<file path="config.mk">
export PLATFORM = sky130hd
export DESIGN_NAME = arws_serializer
export DESIGN_NICKNAME = d
export VERILOG_FILES = /design/src/core/arws_sync.v /design/src/core/arws_fifo.v /design/src/core/arws_serializer.v
export VERILOG_INCLUDE_DIRS = /design/src /design/src/core
export SDC_FILE = /design/constraint.sdc
export NUM_CORES = 1
export LEC_CHECK = 0
export BUFFER_PORTS_ARGS = -buffer_cell sky130_fd_sc_hd__buf_2
export CAP_MARGIN = 25
export CORE_UTILIZATION = 62
export DETAILED_ROUTE_END_ITERATION = 8
export PLACE_DENSITY = 0.79
export SLEW_MARGIN = 40
export SYNTH_ARGS = -nofsm -noshare
export SYNTH_HDL_FRONTEND = slang
export SYNTH_SLANG_ARGS = --single-unit
</file>
<file path="constraint.sdc">
create_clock -name sys_clk -period 4.5 [get_ports sys_clk]
set_input_delay 0.45 -clock sys_clk [delete_from_list [all_inputs] [get_ports sys_clk]]
set_output_delay 0.45 -clock sys_clk [all_outputs]
set_load 0.1 [all_outputs]
</file>
<file path="src/core/arws_consts.vh">
/*
 * constants for the result word serializer: word layout, link sequence
 * counts, configuration prefix and buffer sizing.
 * assumes it is included by its bare name from the core/ design files.
 */
`ifndef ARWS_CONSTS_VH
`define ARWS_CONSTS_VH

// ****************************************************************
// word layout
// ****************************************************************
`define ARWS_WORD_BITS      32
`define ARWS_EOC_BIT        31
`define ARWS_DUMMY_BIT      30
`define ARWS_SIGN_BIT       29
`define ARWS_MSB_BIT        28
`define ARWS_LSB_BIT        5
`define ARWS_VALUE_BITS     30
`define ARWS_LOW_BITS       29
`define ARWS_EOC_BUSY       1'h1
`define ARWS_EOC_DONE       1'h0
`define ARWS_DUMMY_LEVEL    1'h0
`define ARWS_OVER_WORD      32'h30000000
`define ARWS_UNDER_WORD     32'h0fffffff
`define ARWS_WORD_ZERO      32'h00000000

// ****************************************************************
// link sequence
// ****************************************************************
`define ARWS_FALL_CNT_W     5
`define ARWS_FALL_LAST      5'h1f
`define ARWS_FALL_ZERO      5'h00
`define ARWS_FALL_ONE       5'h01

// ****************************************************************
// configuration word shifted in during data output
// ****************************************************************
`define ARWS_CFG_BITS       13
`define ARWS_CFG_CNT_W      4
`define ARWS_CFG_CNT_LAST   4'hc
`define ARWS_CFG_CNT_ZERO   4'h0
`define ARWS_CFG_CNT_ONE    4'h1
`define ARWS_CFG_PREFIX     3'h5
`define ARWS_CFG_FIELD_W    5
`define ARWS_CHAN           9:5
`define ARWS_SPD            4:0
`define ARWS_CFG_CHAN_RST   5'h00
`define ARWS_CFG_SPEED_RST  5'h00
`define ARWS_CFG_SPEED_KEEP 5'h00

// ****************************************************************
// result buffer
// ****************************************************************
`define ARWS_FIFO_WIDTH     32
`define ARWS_FIFO_DEPTH     16
`define ARWS_FIFO_AW        4
`define ARWS_SYNC_WIDTH     3
`define ARWS_SYNC_IDLE      3'h2

`endif

</file>
<file path="src/core/arws_sync.v">
/*
 * two flip-flop synchroniser for a group of independent levels.
 * assumes each bit is a slow level or a clock much slower than sys_clk.
 */
module arws_sync #(
    parameter             WIDTH   = 1,
    parameter [WIDTH-1:0] RST_VAL = {WIDTH{1'b0}}
) (
    input  wire             sys_clk,
    input  wire             rst,
    input  wire [WIDTH-1:0] async_in,
    output reg  [WIDTH-1:0] sync_out
);

    reg [WIDTH-1:0] stage_one;

    // first stage feeds only the second stage; reset to idle levels
    always @(posedge sys_clk or posedge rst) begin
        if (rst) begin
            stage_one <= RST_VAL;
            sync_out  <= RST_VAL;
        end else begin
            stage_one <= async_in;
            sync_out  <= stage_one;
        end
    end

endmodule // arws_sync

</file>
<file path="src/core/arws_fifo.v">
/*
 * synchronous fifo with valid/ready on both sides and registered
 * full and empty indications.
 * assumes one clock; DEPTH is a power of two equal to 2**AW.
 */
module arws_fifo #(
    parameter WIDTH = 32,
    parameter DEPTH = 16,
    parameter AW    = 4
) (
    input  wire             sys_clk,
    input  wire             rst,
    input  wire             in_valid,
    output reg              in_ready,
    input  wire [WIDTH-1:0] in_data,
    output reg              out_valid,
    input  wire             out_ready,
    output wire [WIDTH-1:0] out_data
);

    reg [WIDTH-1:0] mem [0:DEPTH-1];
    reg [AW-1:0]    wr_ptr;
    reg [AW-1:0]    rd_ptr;
    reg [AW:0]      count;
    reg [AW:0]      next_count;
    wire            do_push;
    wire            do_pop;

    assign do_push  = in_valid & in_ready;
    assign do_pop   = out_valid & out_ready;
    assign out_data = mem[rd_ptr];

    // occupancy after this cycle's push and pop
    always @* begin
        next_count = count;
        if (do_push & ~do_pop) begin
            next_count = count + {{AW{1'b0}}, 1'b1};
        end else if (do_pop & ~do_push) begin
            next_count = count - {{AW{1'b0}}, 1'b1};
        end
    end

    // storage is written without reset
    always @(posedge sys_clk) begin
        if (do_push) begin
            mem[wr_ptr] <= in_data;
        end
    end

    // pointers and registered flags
    always @(posedge sys_clk or posedge rst) begin
        if (rst) begin
            wr_ptr    <= {AW{1'b0}};
            rd_ptr    <= {AW{1'b0}};
            count     <= {(AW+1){1'b0}};
            in_ready  <= 1'b1;
            out_valid <= 1'b0;
        end else begin
            if (do_push) begin
                wr_ptr <= wr_ptr + {{(AW-1){1'b0}}, 1'b1};
            end
            if (do_pop) begin
                rd_ptr <= rd_ptr + {{(AW-1){1'b0}}, 1'b1};
            end
            count     <= next_count;
            in_ready  <= (next_count != DEPTH[AW:0]);
            out_valid <= (next_count != {(AW+1){1'b0}});
        end
    end

endmodule // arws_fifo

</file>
<file path="src/core/arws_serializer.v">
/*
 * result word serializer: builds the 32-bit status/result word from
 * modulator results, buffers it, and shifts it out on the serial link
 * under a host-driven serial clock and active-low chip select. also
 * captures the configuration word shifted in during data output.
 * assumes sys_clk runs several times faster than the serial clock, and
 * that the host keeps its own side of the link sequence.
 */
// Overview of operation
// - every result leaves as exactly 32 bits
// - bits 28..5 result, 4..0 sub-LSBs
// - bit 31 high converting, low when done
// - bit 30 is always low
// - bit 29 high for zero or positive
// - 29,28 both high over, both low under
// - out of range clamps to limits plus/minus one
// - in range: sign then offset binary value
// - chip select high: output off, clock ignored
// - select low shows end flag, live update
// - bit 31 before first rise, then falling shifts
// - bit 0 leaves on 31st falling edge
// - 32nd falling edge drives output high
// - status only outside output; config during output
// - output ends after 32 bits or select high
// - select rising in output aborts, new conversion
`include "arws_consts.vh"

module arws_serializer (
    input  wire        sys_clk,
    input  wire        rst,
    input  wire        serial_clock,
    input  wire        chip_select_n,
    input  wire        serial_config_in,
    input  wire        sample_valid,
    output wire        sample_ready,
    input  wire [29:0] sample_value,
    input  wire        sample_over,
    input  wire        sample_under,
    output reg         conv_start,
    output reg         conv_busy,
    output reg         serial_result_out,
    output reg         serial_result_oe,
    output reg         cfg_update,
    output reg  [4:0]  cfg_channel,
    output reg  [4:0]  cfg_speed
);

    // ****************************************************************
    // states
    // ****************************************************************
    localparam [2:0] ST_CONV  = 3'h1;
    localparam [2:0] ST_SLEEP = 3'h2;
    localparam [2:0] ST_OUT   = 3'h4;

    // ****************************************************************
    // declarations
    // ****************************************************************
    wire [`ARWS_SYNC_WIDTH-1:0] pins_sync;
    wire                        sck_s;
    wire                        cs_n_s;
    wire                        sdi_s;
    reg                         sck_d;
    reg                         cs_n_d;
    wire                        sck_rise;
    wire                        sck_fall;
    wire                        cs_rise;

    reg  [`ARWS_FIFO_WIDTH-1:0] enc_word;
    wire [`ARWS_FIFO_WIDTH-1:0] buf_word;
    wire                        buf_valid;
    wire                        buf_pop;

    reg  [2:0]                  state;
    reg  [2:0]                  next_state;
    reg                         started;
    reg  [`ARWS_WORD_BITS-1:0]  shift_word;
    reg  [`ARWS_FALL_CNT_W-1:0] fall_cnt;
    reg                         next_sdo;

    reg  [`ARWS_CFG_BITS-1:0]   cfg_shift;
    reg  [`ARWS_CFG_CNT_W-1:0]  cfg_cnt;
    reg                         cfg_done;
    wire [`ARWS_CFG_BITS-1:0]   cfg_full;

    // ****************************************************************
    // pin synchronisers and edge detection
    // ****************************************************************
    arws_sync #(
        .WIDTH    (`ARWS_SYNC_WIDTH),
        .RST_VAL  (`ARWS_SYNC_IDLE)
    ) u_pin_sync (
        .sys_clk  (sys_clk),
        .rst      (rst),
        .async_in ({serial_config_in, chip_select_n, serial_clock}),
        .sync_out (pins_sync)
    );

    assign sck_s  = pins_sync[0];
    assign cs_n_s = pins_sync[1];
    assign sdi_s  = pins_sync[2];

    // previous synchronised levels; select idles high
    always @(posedge sys_clk or posedge rst) begin
        if (rst) begin
            sck_d  <= 1'b0;
            cs_n_d <= 1'b1;
        end else begin
            sck_d  <= sck_s;
            cs_n_d <= cs_n_s;
        end
    end

    // clock edges only count while selected
    assign sck_rise = sck_s & ~sck_d & ~cs_n_s;
    assign sck_fall = ~sck_s & sck_d & ~cs_n_s;
    assign cs_rise  = cs_n_s & ~cs_n_d;

    // ****************************************************************
    // result encoding ahead of the buffer
    // ****************************************************************
    // value is 30-bit two's complement: 24 result bits plus 5 sub-LSBs
    // below the sign; anything that does not fit clamps
    always @* begin
        enc_word = `ARWS_WORD_ZERO;
        if (sample_over |
            (~sample_value[`ARWS_SIGN_BIT] &
             sample_value[`ARWS_MSB_BIT])) begin
            enc_word = `ARWS_OVER_WORD;
        end else if (sample_under |
                     (sample_value[`ARWS_SIGN_BIT] &
                      ~sample_value[`ARWS_MSB_BIT])) begin
            enc_word = `ARWS_UNDER_WORD;
        end else begin
            // inverted top bit makes sign-then-offset-binary
            enc_word[`ARWS_SIGN_BIT] =
                ~sample_value[`ARWS_SIGN_BIT];
            enc_word[`ARWS_LOW_BITS-1:0] =
                sample_value[`ARWS_LOW_BITS-1:0];
        end
        enc_word[`ARWS_EOC_BIT]   = `ARWS_EOC_DONE;
        enc_word[`ARWS_DUMMY_BIT] = `ARWS_DUMMY_LEVEL;
    end

    // ****************************************************************
    // result buffer
    // ****************************************************************
    arws_fifo #(
        .WIDTH     (`ARWS_FIFO_WIDTH),
        .DEPTH     (`ARWS_FIFO_DEPTH),
        .AW        (`ARWS_FIFO_AW)
    ) u_result_fifo (
        .sys_clk   (sys_clk),
        .rst       (rst),
        .in_valid  (sample_valid),
        .in_ready  (sample_ready),
        .in_data   (enc_word),
        .out_valid (buf_valid),
        .out_ready (buf_pop),
        .out_data  (buf_word)
    );

    // a result is taken only by a running conversion, so the buffer
    // fills while the host leaves the word unread
    assign buf_pop = buf_valid & started & (state == ST_CONV);

    // ****************************************************************
    // conversion / sleep / data output sequencer
    // ****************************************************************
    always @* begin
        next_state = state;
        case (state)
            ST_CONV: begin
                if (buf_pop) begin
                    next_state = ST_SLEEP;
                end
            end
            ST_SLEEP: begin
                // data output opens on first selected rising clock
                if (sck_rise) begin
                    next_state = ST_OUT;
                end
            end
            ST_OUT: begin
                if (cs_rise) begin
                    next_state = ST_CONV;
                end else if (sck_fall &&
                             fall_cnt == `ARWS_FALL_LAST) begin
                    next_state = ST_CONV;
                end
            end
            default: begin
                next_state = ST_CONV;
            end
        endcase
    end

    // state, word register and falling edge count
    always @(posedge sys_clk or posedge rst) begin
        if (rst) begin
            state      <= ST_CONV;
            started    <= 1'b0;
            shift_word <= `ARWS_WORD_ZERO;
            fall_cnt   <= `ARWS_FALL_ZERO;
            conv_start <= 1'b0;
            conv_busy  <= 1'b1;
        end else begin
            state      <= next_state;
            conv_start <= 1'b0;
            conv_busy  <= (next_state == ST_CONV);
            if (state == ST_CONV) begin
                if (!started) begin
                    // one pulse per conversion to the modulator
                    conv_start <= 1'b1;
                    started    <= 1'b1;
                end
                if (buf_pop) begin
                    shift_word <= buf_word;
                    fall_cnt   <= `ARWS_FALL_ZERO;
                    started    <= 1'b0;
                end
            end else if (state == ST_OUT && next_state == ST_OUT &&
                         sck_fall) begin
                // next bit onto the line, MSB first
                shift_word <= {shift_word[`ARWS_WORD_BITS-2:0],
                               1'b0};
                fall_cnt   <= fall_cnt + `ARWS_FALL_ONE;
            end
        end
    end

    // ****************************************************************
    // serial output pin
    // ****************************************************************
    // converting shows busy; sleep and output show the word's top bit,
    // which in sleep is the low end flag
    always @* begin
        next_sdo = `ARWS_EOC_BUSY;
        case (state)
            ST_CONV: begin
                if (buf_pop) begin
                    next_sdo = buf_word[`ARWS_EOC_BIT];
                end
            end
            ST_SLEEP: begin
                next_sdo = shift_word[`ARWS_EOC_BIT];
            end
            ST_OUT: begin
                if (next_state == ST_CONV) begin
                    next_sdo = `ARWS_EOC_BUSY;
                end else if (sck_fall) begin
                    next_sdo = shift_word[`ARWS_EOC_BIT-1];
                end else begin
                    next_sdo = shift_word[`ARWS_EOC_BIT];
                end
            end
            default: begin
                next_sdo = `ARWS_EOC_BUSY;
            end
        endcase
    end

    // pin driver only enabled while selected
    always @(posedge sys_clk or posedge rst) begin
        if (rst) begin
            serial_result_out <= `ARWS_EOC_BUSY;
            serial_result_oe  <= 1'b0;
        end else begin
            serial_result_out <= next_sdo;
            serial_result_oe  <= ~cs_n_s;
        end
    end

    // ****************************************************************
    // configuration capture during data output
    // ****************************************************************
    assign cfg_full = {cfg_shift[`ARWS_CFG_BITS-2:0], sdi_s};

    // sample on rising edges, only inside the data output state; the
    // first selected rise also opens that state and carries bit one
    always @(posedge sys_clk or posedge rst) begin
        if (rst) begin
            cfg_shift   <= {`ARWS_CFG_BITS{1'b0}};
            cfg_cnt     <= `ARWS_CFG_CNT_ZERO;
            cfg_done    <= 1'b0;
            cfg_update  <= 1'b0;
            cfg_channel <= `ARWS_CFG_CHAN_RST;
            cfg_speed   <= `ARWS_CFG_SPEED_RST;
        end else begin
            cfg_update <= 1'b0;
            if (state == ST_CONV) begin
                cfg_cnt  <= `ARWS_CFG_CNT_ZERO;
                cfg_done <= 1'b0;
            end else if (sck_rise && !cfg_done &&
                         (state == ST_OUT || state == ST_SLEEP)) begin
                cfg_shift <= cfg_full;
                if (cfg_cnt == `ARWS_CFG_CNT_LAST) begin
                    cfg_done <= 1'b1;
                    // only the update prefix changes the settings
                    if (cfg_full[`ARWS_CFG_BITS-1:`ARWS_CFG_BITS-3] ==
                        `ARWS_CFG_PREFIX) begin
                        cfg_update  <= 1'b1;
                        cfg_channel <= cfg_full[`ARWS_CHAN];
                        if (cfg_full[`ARWS_SPD] != `ARWS_CFG_SPEED_KEEP) begin
                            cfg_speed <= cfg_full[`ARWS_SPD];
                        end
                    end
                end else begin
                    cfg_cnt <= cfg_cnt + `ARWS_CFG_CNT_ONE;
                end
            end
        end
    end

endmodule // arws_serializer

</file>
* Yosys cells after proc, flatten, opt, wreduce, memory -nomap -nowiden
Memory sizes are Yosys's and may differ from the RTL's.
Cells that the tools add are included.
** Storage, ports and cells
- Memories :: 1
- Output and inout port bits :: 16
- Memory bits (read-only) :: 0
- Input bits :: 38
- Register bits after elaboration :: 96
- Latch bits :: 0
- Bits in writable memories :: 480
** Operators by class
- Muxes and demuxes :: 34
- Div/mod/pow operators :: 0
- Reduce and logical (&&, ||, !) cells :: 18
- Add/sub/neg operators :: 6
- $lt $le $gt $ge :: 0
- $mul :: 0
- Shift operators :: 0
- Bitwise gates (word level) :: 24
- Equality and inequality tests :: 11
** Memories
- u_result_fifo.mem :: depth 16, width 30, rd ports 1, clocked after Yosys merged registers in 0, wr ports 1, RTL line arws_fifo.v:21 : reg [WIDTH-1:0] mem [0:DEPTH-1];
** Operators with widths (count)
- $mux W32 :: 3
- $mux W30 :: 2
- $mux W5 :: 5
- $mux W1 :: 15
- $and A1 B1 Y1 :: 13
- $add A4 B1 Y4 const B :: 3
- $mux W3 :: 4
- $mux W4 :: 3
- $add A5 B1 Y5 const B :: 2
- $reduce_bool A5 Y1 :: 2
- $eq A3 B3 Y1 const B :: 3
- $not A1 Y1 :: 9
- $pmux W3 S3 :: 1
- $reduce_and A2 Y1 :: 4
- $eq A3 B1 Y1 const B :: 2
- $reduce_bool A2 Y1 :: 3
- $eq A5 B5 Y1 const B :: 1
- $logic_and A1 B1 Y1 :: 5
- $ne A5 B5 Y1 const B :: 1
- $reduce_and A5 Y1 :: 1
- $sub A5 B1 Y5 const B :: 1
- $eq A4 B4 Y1 const B :: 1
- $reduce_and A4 Y1 :: 1
- $eq A3 B2 Y1 const B :: 1
- other kinds (6) :: 7

* Longest topological paths before layout
- Depth in word-level cells :: 12
- Depth in mapped cells :: 9
- Gate-level depth less buffers :: 8

* Modules after synthesis
Synthesis repeated with hierarchy kept, for this count alone.
** Second synthesis, totals
- Cells, all modules :: 1273
- Area, all modules :: 23984.3 sq um
** Modules (own cells, without submodules)
- arws_fifo :: cells an instance 904, area each 20283.2 sq um, instances 1, seq. area each 15751.4 sq um
- arws_serializer :: cells an instance 362, area each 3544.6 sq um, instances 1, seq. area each 1881.8 sq um
- arws_sync :: cells an instance 7, area each 156.4 sq um, instances 1, seq. area each 152.6 sq um

* Least setup slack after synthesis
Ideal clock, no wire load.
- Path kind :: flip-flop to flip-flop
- Start point :: reg u_result_fifo.in_ready
- End point :: mem u_result_fifo.mem[3][0] (netlist name), enable pin
- Cell stages (with the launch flop) :: 5
- Buffers on the path :: 1
- Period minus slack after synthesis :: 4.056 ns
- Setup slack :: 0.444 ns
- Data arrival time :: 3.602 ns
- Cells stage by stage :: dfstp_2 > and2_1 > clkbuf_1 > nand2_1 > nor3_1
** Between the ends
- Longest elaborated chain between the ends :: 3
** RTL lines
- from (decl) :: RTL line arws_fifo.v:14 : output reg in_ready,
- from (signal assigned) :: RTL line arws_fifo.v:66 : in_ready <= (next_count != DEPTH[AW:0]);
- $and A1 B1 Y1 :: RTL line arws_fifo.v:29 : assign do_push = in_valid & in_ready;
- $mux W1 :: RTL line arws_fifo.v:45 : if (do_push) begin
- $mux W1 (implied by the code) :: RTL line arws_fifo.v:46 : mem[wr_ptr] <= in_data;
- to (decl) :: RTL line arws_fifo.v:21
Every way passes these cells.

* Final worst setup path
- Start point :: reg fall_cnt[0]
- End point :: reg shift_word[24]
** Between the ends
- Longest elaborated chain between the ends :: 10
** RTL lines
- from (decl) :: RTL line arws_serializer.v:77 : reg [`ARWS_FALL_CNT_W-1:0] fall_cnt;
- from (signal assigned) :: RTL line arws_serializer.v:203 : fall_cnt <= `ARWS_FALL_ZERO;
- from (signal assigned) :: RTL line arws_serializer.v:218 : fall_cnt <= `ARWS_FALL_ZERO;
- from (signal assigned) :: RTL line arws_serializer.v:226 : fall_cnt <= fall_cnt + `ARWS_FALL_ONE;
- $eq A5 B5 Y1 (no line)
- $logic_and A1 B1 Y1 (no line)
- $mux W3 :: RTL line arws_serializer.v:186 : end else if (sck_fall &&
- $mux W3 :: RTL line arws_serializer.v:184 : if (cs_rise) begin
- $pmux W3 S3 :: RTL line arws_serializer.v:171 : case (state)
- $eq A3 B3 Y1 :: RTL line arws_serializer.v:221 : end else if (state == ST_OUT && next_state == ST_OUT &&
- $logic_and A1 B1 Y1 (2 in series) :: RTL line arws_serializer.v:221
- $reduce_bool A2 Y1 (no line)
- $reduce_and A2 Y1 (no line)
- to (signal assigned) :: RTL line arws_serializer.v:202 : shift_word <= `ARWS_WORD_ZERO;
- to (signal assigned) :: RTL line arws_serializer.v:217 : shift_word <= buf_word;
- to (signal assigned) :: RTL line arws_serializer.v:224 : shift_word <= {shift_word[`ARWS_WORD_BITS-2:0],
- to (decl) :: RTL line arws_serializer.v:76 : reg [`ARWS_WORD_BITS-1:0] shift_word;
Every way passes these cells.
A chain may end at the register's enable or synchronous reset.

==> impl_metrics.yaml <==
run_status:
  run_status: "complete, no violations"
synth:
  ys_async_sr_fraction_pct: 16.7
  yosys_warnings: 0
  synth_adder_area_share_pct: 0.614
  synth.area.mux_share_pct: 13.5
  synth_edf_count: 480
  post_synthesis_instance_total: 1167
  synth.top_cells.by_area: "edfxtp_1, mux4_2, dfrtp_1"
  synth-simple-area-share_pct: 2.64
  netlist_area_um2: 22400
  synth_compound_gate_area_share_pct: 6.01
  post_synth.cell_area_avg_um2: 19.2
  synth.largest_area_cell: "edfxtp_1"
  synth_largest_type_area_fraction_pct: 64.3
  yosysSeqAreaShare_pct: 75.0
  number_of_nets_produced_by_synthesis: 1216
  combinational_family_with_the_most_area_after_synthesis: "multiplexers"
  synth_xor_area_share_pct: 0.469
  synth-seq-cells: 576
  ys_types: 50
  postSynth.topFlopCell: "edfxtp_1"
global_routing:
  grt_overflow_total: 0
  grt_pass1_vias: 11996
  grt_max_degree: 80
  grt_antenna_before_repair: 0
  first_pass_grt_wire_length_um: 72300
  gr-usage-all-layers_pct: 26.9
setup_path:
  cp_data_required_time_ns: 5.01
  setup.worst_path.end: "shift_word[24]"
  cp_slowest_stage_delay_ns: 0.64
  reg2reg_depth: 9
  critical_path.reg2reg.endpoint: "shift_word[24]"
  end_kind: "flop"
  worst_path_max_delay_cell: "a21o_2"
  crit_path_top_cell_by_count: "ha_1"
  critPathLaunch: "fall_cnt[0]"
  critical_path_arrival_ns: 3.48
  regToRegSetupSlack_ns: 1.53
  criticalPathCategory: "reg2reg"
  crit_path_start_kind: "flop"
  cell_breakdown_of_the_critical_path: "ha_1 > and3_1 > ha_1 > and4bb_1 > nor4_4 > a21o_2 > buf_4 > nor2_1 > a21oi_1"
  worstPathMaxFanout: 30
  r2r_start: "fall_cnt[0]"
timing:
  rsz0062_at_grt: "no"
  finalSetupViolations: 0
  timing.fmax_ghz: 0.336
  worst_slew_pin_slew_ns: 0.835
  worst_clock_skew_ns: 0.0218
  timing.setup.tns_ns: 0
  final_min_period_over_clock_period_pct: 66.0
  timing_hold_violations_final: 0
  drv_slew: 0
  worst_case_hold_slack_ns: 0.338
  fin_crit_ns: 2.97
  max_slew_margin_pct: 44.0
floorplan:
  initial_core_util_pct: 63.1
  die_x_um: 192
  placeableCoreArea_um2: 35600
  die_h_um: 192
  num_rows: 69
  boundaryPins: 54
  die_area_um2: 36900
detailed_routing:
  drcViolationCount: 0
  vias: 11656
  drt_iter0_drc: 993
  post_drt_via_cell_ratio: 6.62
  wl_um: 47400
  route.detailed.wl_per_inst_um: 26.9
  antenna_left: 0
  first_pass_iters: 7
layout:
  final_layout_size_suffix_gt1_share_pct: 25.7
  antenna_cells: 0
  mostFrequentLayoutCells: "edfxtp_1, mux4_2, a21oi_1, dfrtp_1, a22oi_1"
  syn2layout_area_growth_pct: 12.9
  layout_commonest_cell: "edfxtp_1"
  finalNonFillerCells: 1761
  finish.instance_area_um2: 25300
  layout.nets: 1303
clock_network:
  cts_tree: "yes"
  cts-resized-gates: 0
  hold_buffers: 3
  cts_max_path_buffers: 3
  post-cts-setup-buffers: 0
  htreeDepth: 2
  clkLatencyLatePin_ns: 0.59
  clock_pin_transition_on_the_worst_setup_and_hold_timing_paths_ns: 0.06
  root_buffer_selected_by_cts: "clkbuf_16"
  tritoncts.num_buffers: 56
  tritoncts_num_sinks: 576
place:
  placed_cells_incl_taps: 1653
  routability_congestion: 0.788
  placed_cell_area_um2: 23500
  place.detailed.hpwl_um: 25900
  port_bufs: 53
power:
  vdd_ir_drop_max_mv: 0.756
  total_power_mw: 15.8
  total_leakage_power_nw: 8.61
  pwr_density_cell_nw_per_um2: 623
run:
  maxCapViolations: 0
worst_hold_path:
  worst_hold_path_type: "in2reg"
  hp-start: "sample_valid"
[state kept, by name (all words and copies together) (netlist names), 4 cells and up]
register	flops
cfg_cnt	4
u_result_fifo.count	5
cfg_channel	5
u_result_fifo.mem	480
cfg_shift	12
fall_cnt	5
u_result_fifo.wr_ptr	4
u_result_fifo.rd_ptr	4
cfg_speed	5
shift_word	32
[where the power goes]
group | internal (mW) | total [mW] | switching (mW)
sequential | 6.55 | 6.97 | 0.420
clock | 2.55 | 4.46 | 1.91
combinational | 1.79 | 4.36 | 2.57
total | 10.9 | 15.8 | 4.90
[logic make-up after synthesis]
| group | after synthesis |
|---|---|
| AOI/OAI and AO/OA | 213 |
| muxes | 146 |
| xor gates and xnor gates | 12 |
| buffers and inverters | 86 |
| adders and majority gates | 11 |
| and+or+nand+nor | 123 |
| DFF | 576 |
[layer usage]
| metal | wire [um] | track usage, % |
|---|---|---|
| met1 | 18600 | 36.7 |
| met2 | 24200 | 44.7 |
| met3 | 3470 | 4.33 |
| met5 | 0 | 0 |
| met4 | 1160 | 8.78 |
[worst min-delay path by stage]
stage,endpoint,slack [ns],depth (start not counted)
final,u_result_fifo.count[1],0.34,4
after global routing,u_pin_sync.sync_out[1],0.37,0
after CTS,shift_word[26],0.04,2
after detailed placement,u_pin_sync.sync_out[2],0.35,0
after global placement,u_pin_sync.sync_out[2],0.34,0
after floorplan,u_pin_sync.sync_out[0],0.33,0
[critical path, delay by kind of cell, from the launching register on]
kind / cells / cell delay, ns
and+or+nand+nor: 4 / 0.86
adders and majority gates: 2 / 0.39
AOI/OAI and AO/OA: 2 / 0.79
DFF: 1 / 0.40
buffers and inverters: 1 / 0.42
[cell usage after synthesis, types with 3 or more instances]
master,instances
edfxtp_1,480
mux4_2,115
a21oi_1,95
dfrtp_1,89
a22oi_1,59
nor2_1,56
clkbuf_1,32
o21a_1,28
buf_2,25
nand2_1,22
inv_1,19
mux2_2,18
o21ai_0,12
ha_1,11
xnor2_1,10
dfstp_2,7
mux4_1,6
nand2b_1,6
nand3_1,6
nor3_1,6
buf_4,5
nor2b_1,5
and2_1,4
mux2_1,4
or3_1,4
buf_6,3
mux2i_1,3
nand4_1,3
nor3b_1,3
o31ai_1,3
[metrics by stage]
stage                     utilization, %  worst slack [ns]
after floorplan                        -             0.444
after CTS                           71.2              1.55
after global placement              65.6              1.75
after global routing                71.2              1.35
after detailed placement            66.2              1.63
final                               71.2              1.53
[layout make-up]
cell class | instances | area, um^2
Sequential cell | 576 | 16800
Fill cell | 2064 | 10200
Multi-Input combinational cell | 505 | 5360
Clock buffer | 80 | 1540
Timing Repair Buffer | 96 | 736
Tap cell | 461 | 577
Clock inverter | 24 | 203
Inverter | 19 | 76.3
Power figures use the tool's default switching activity.
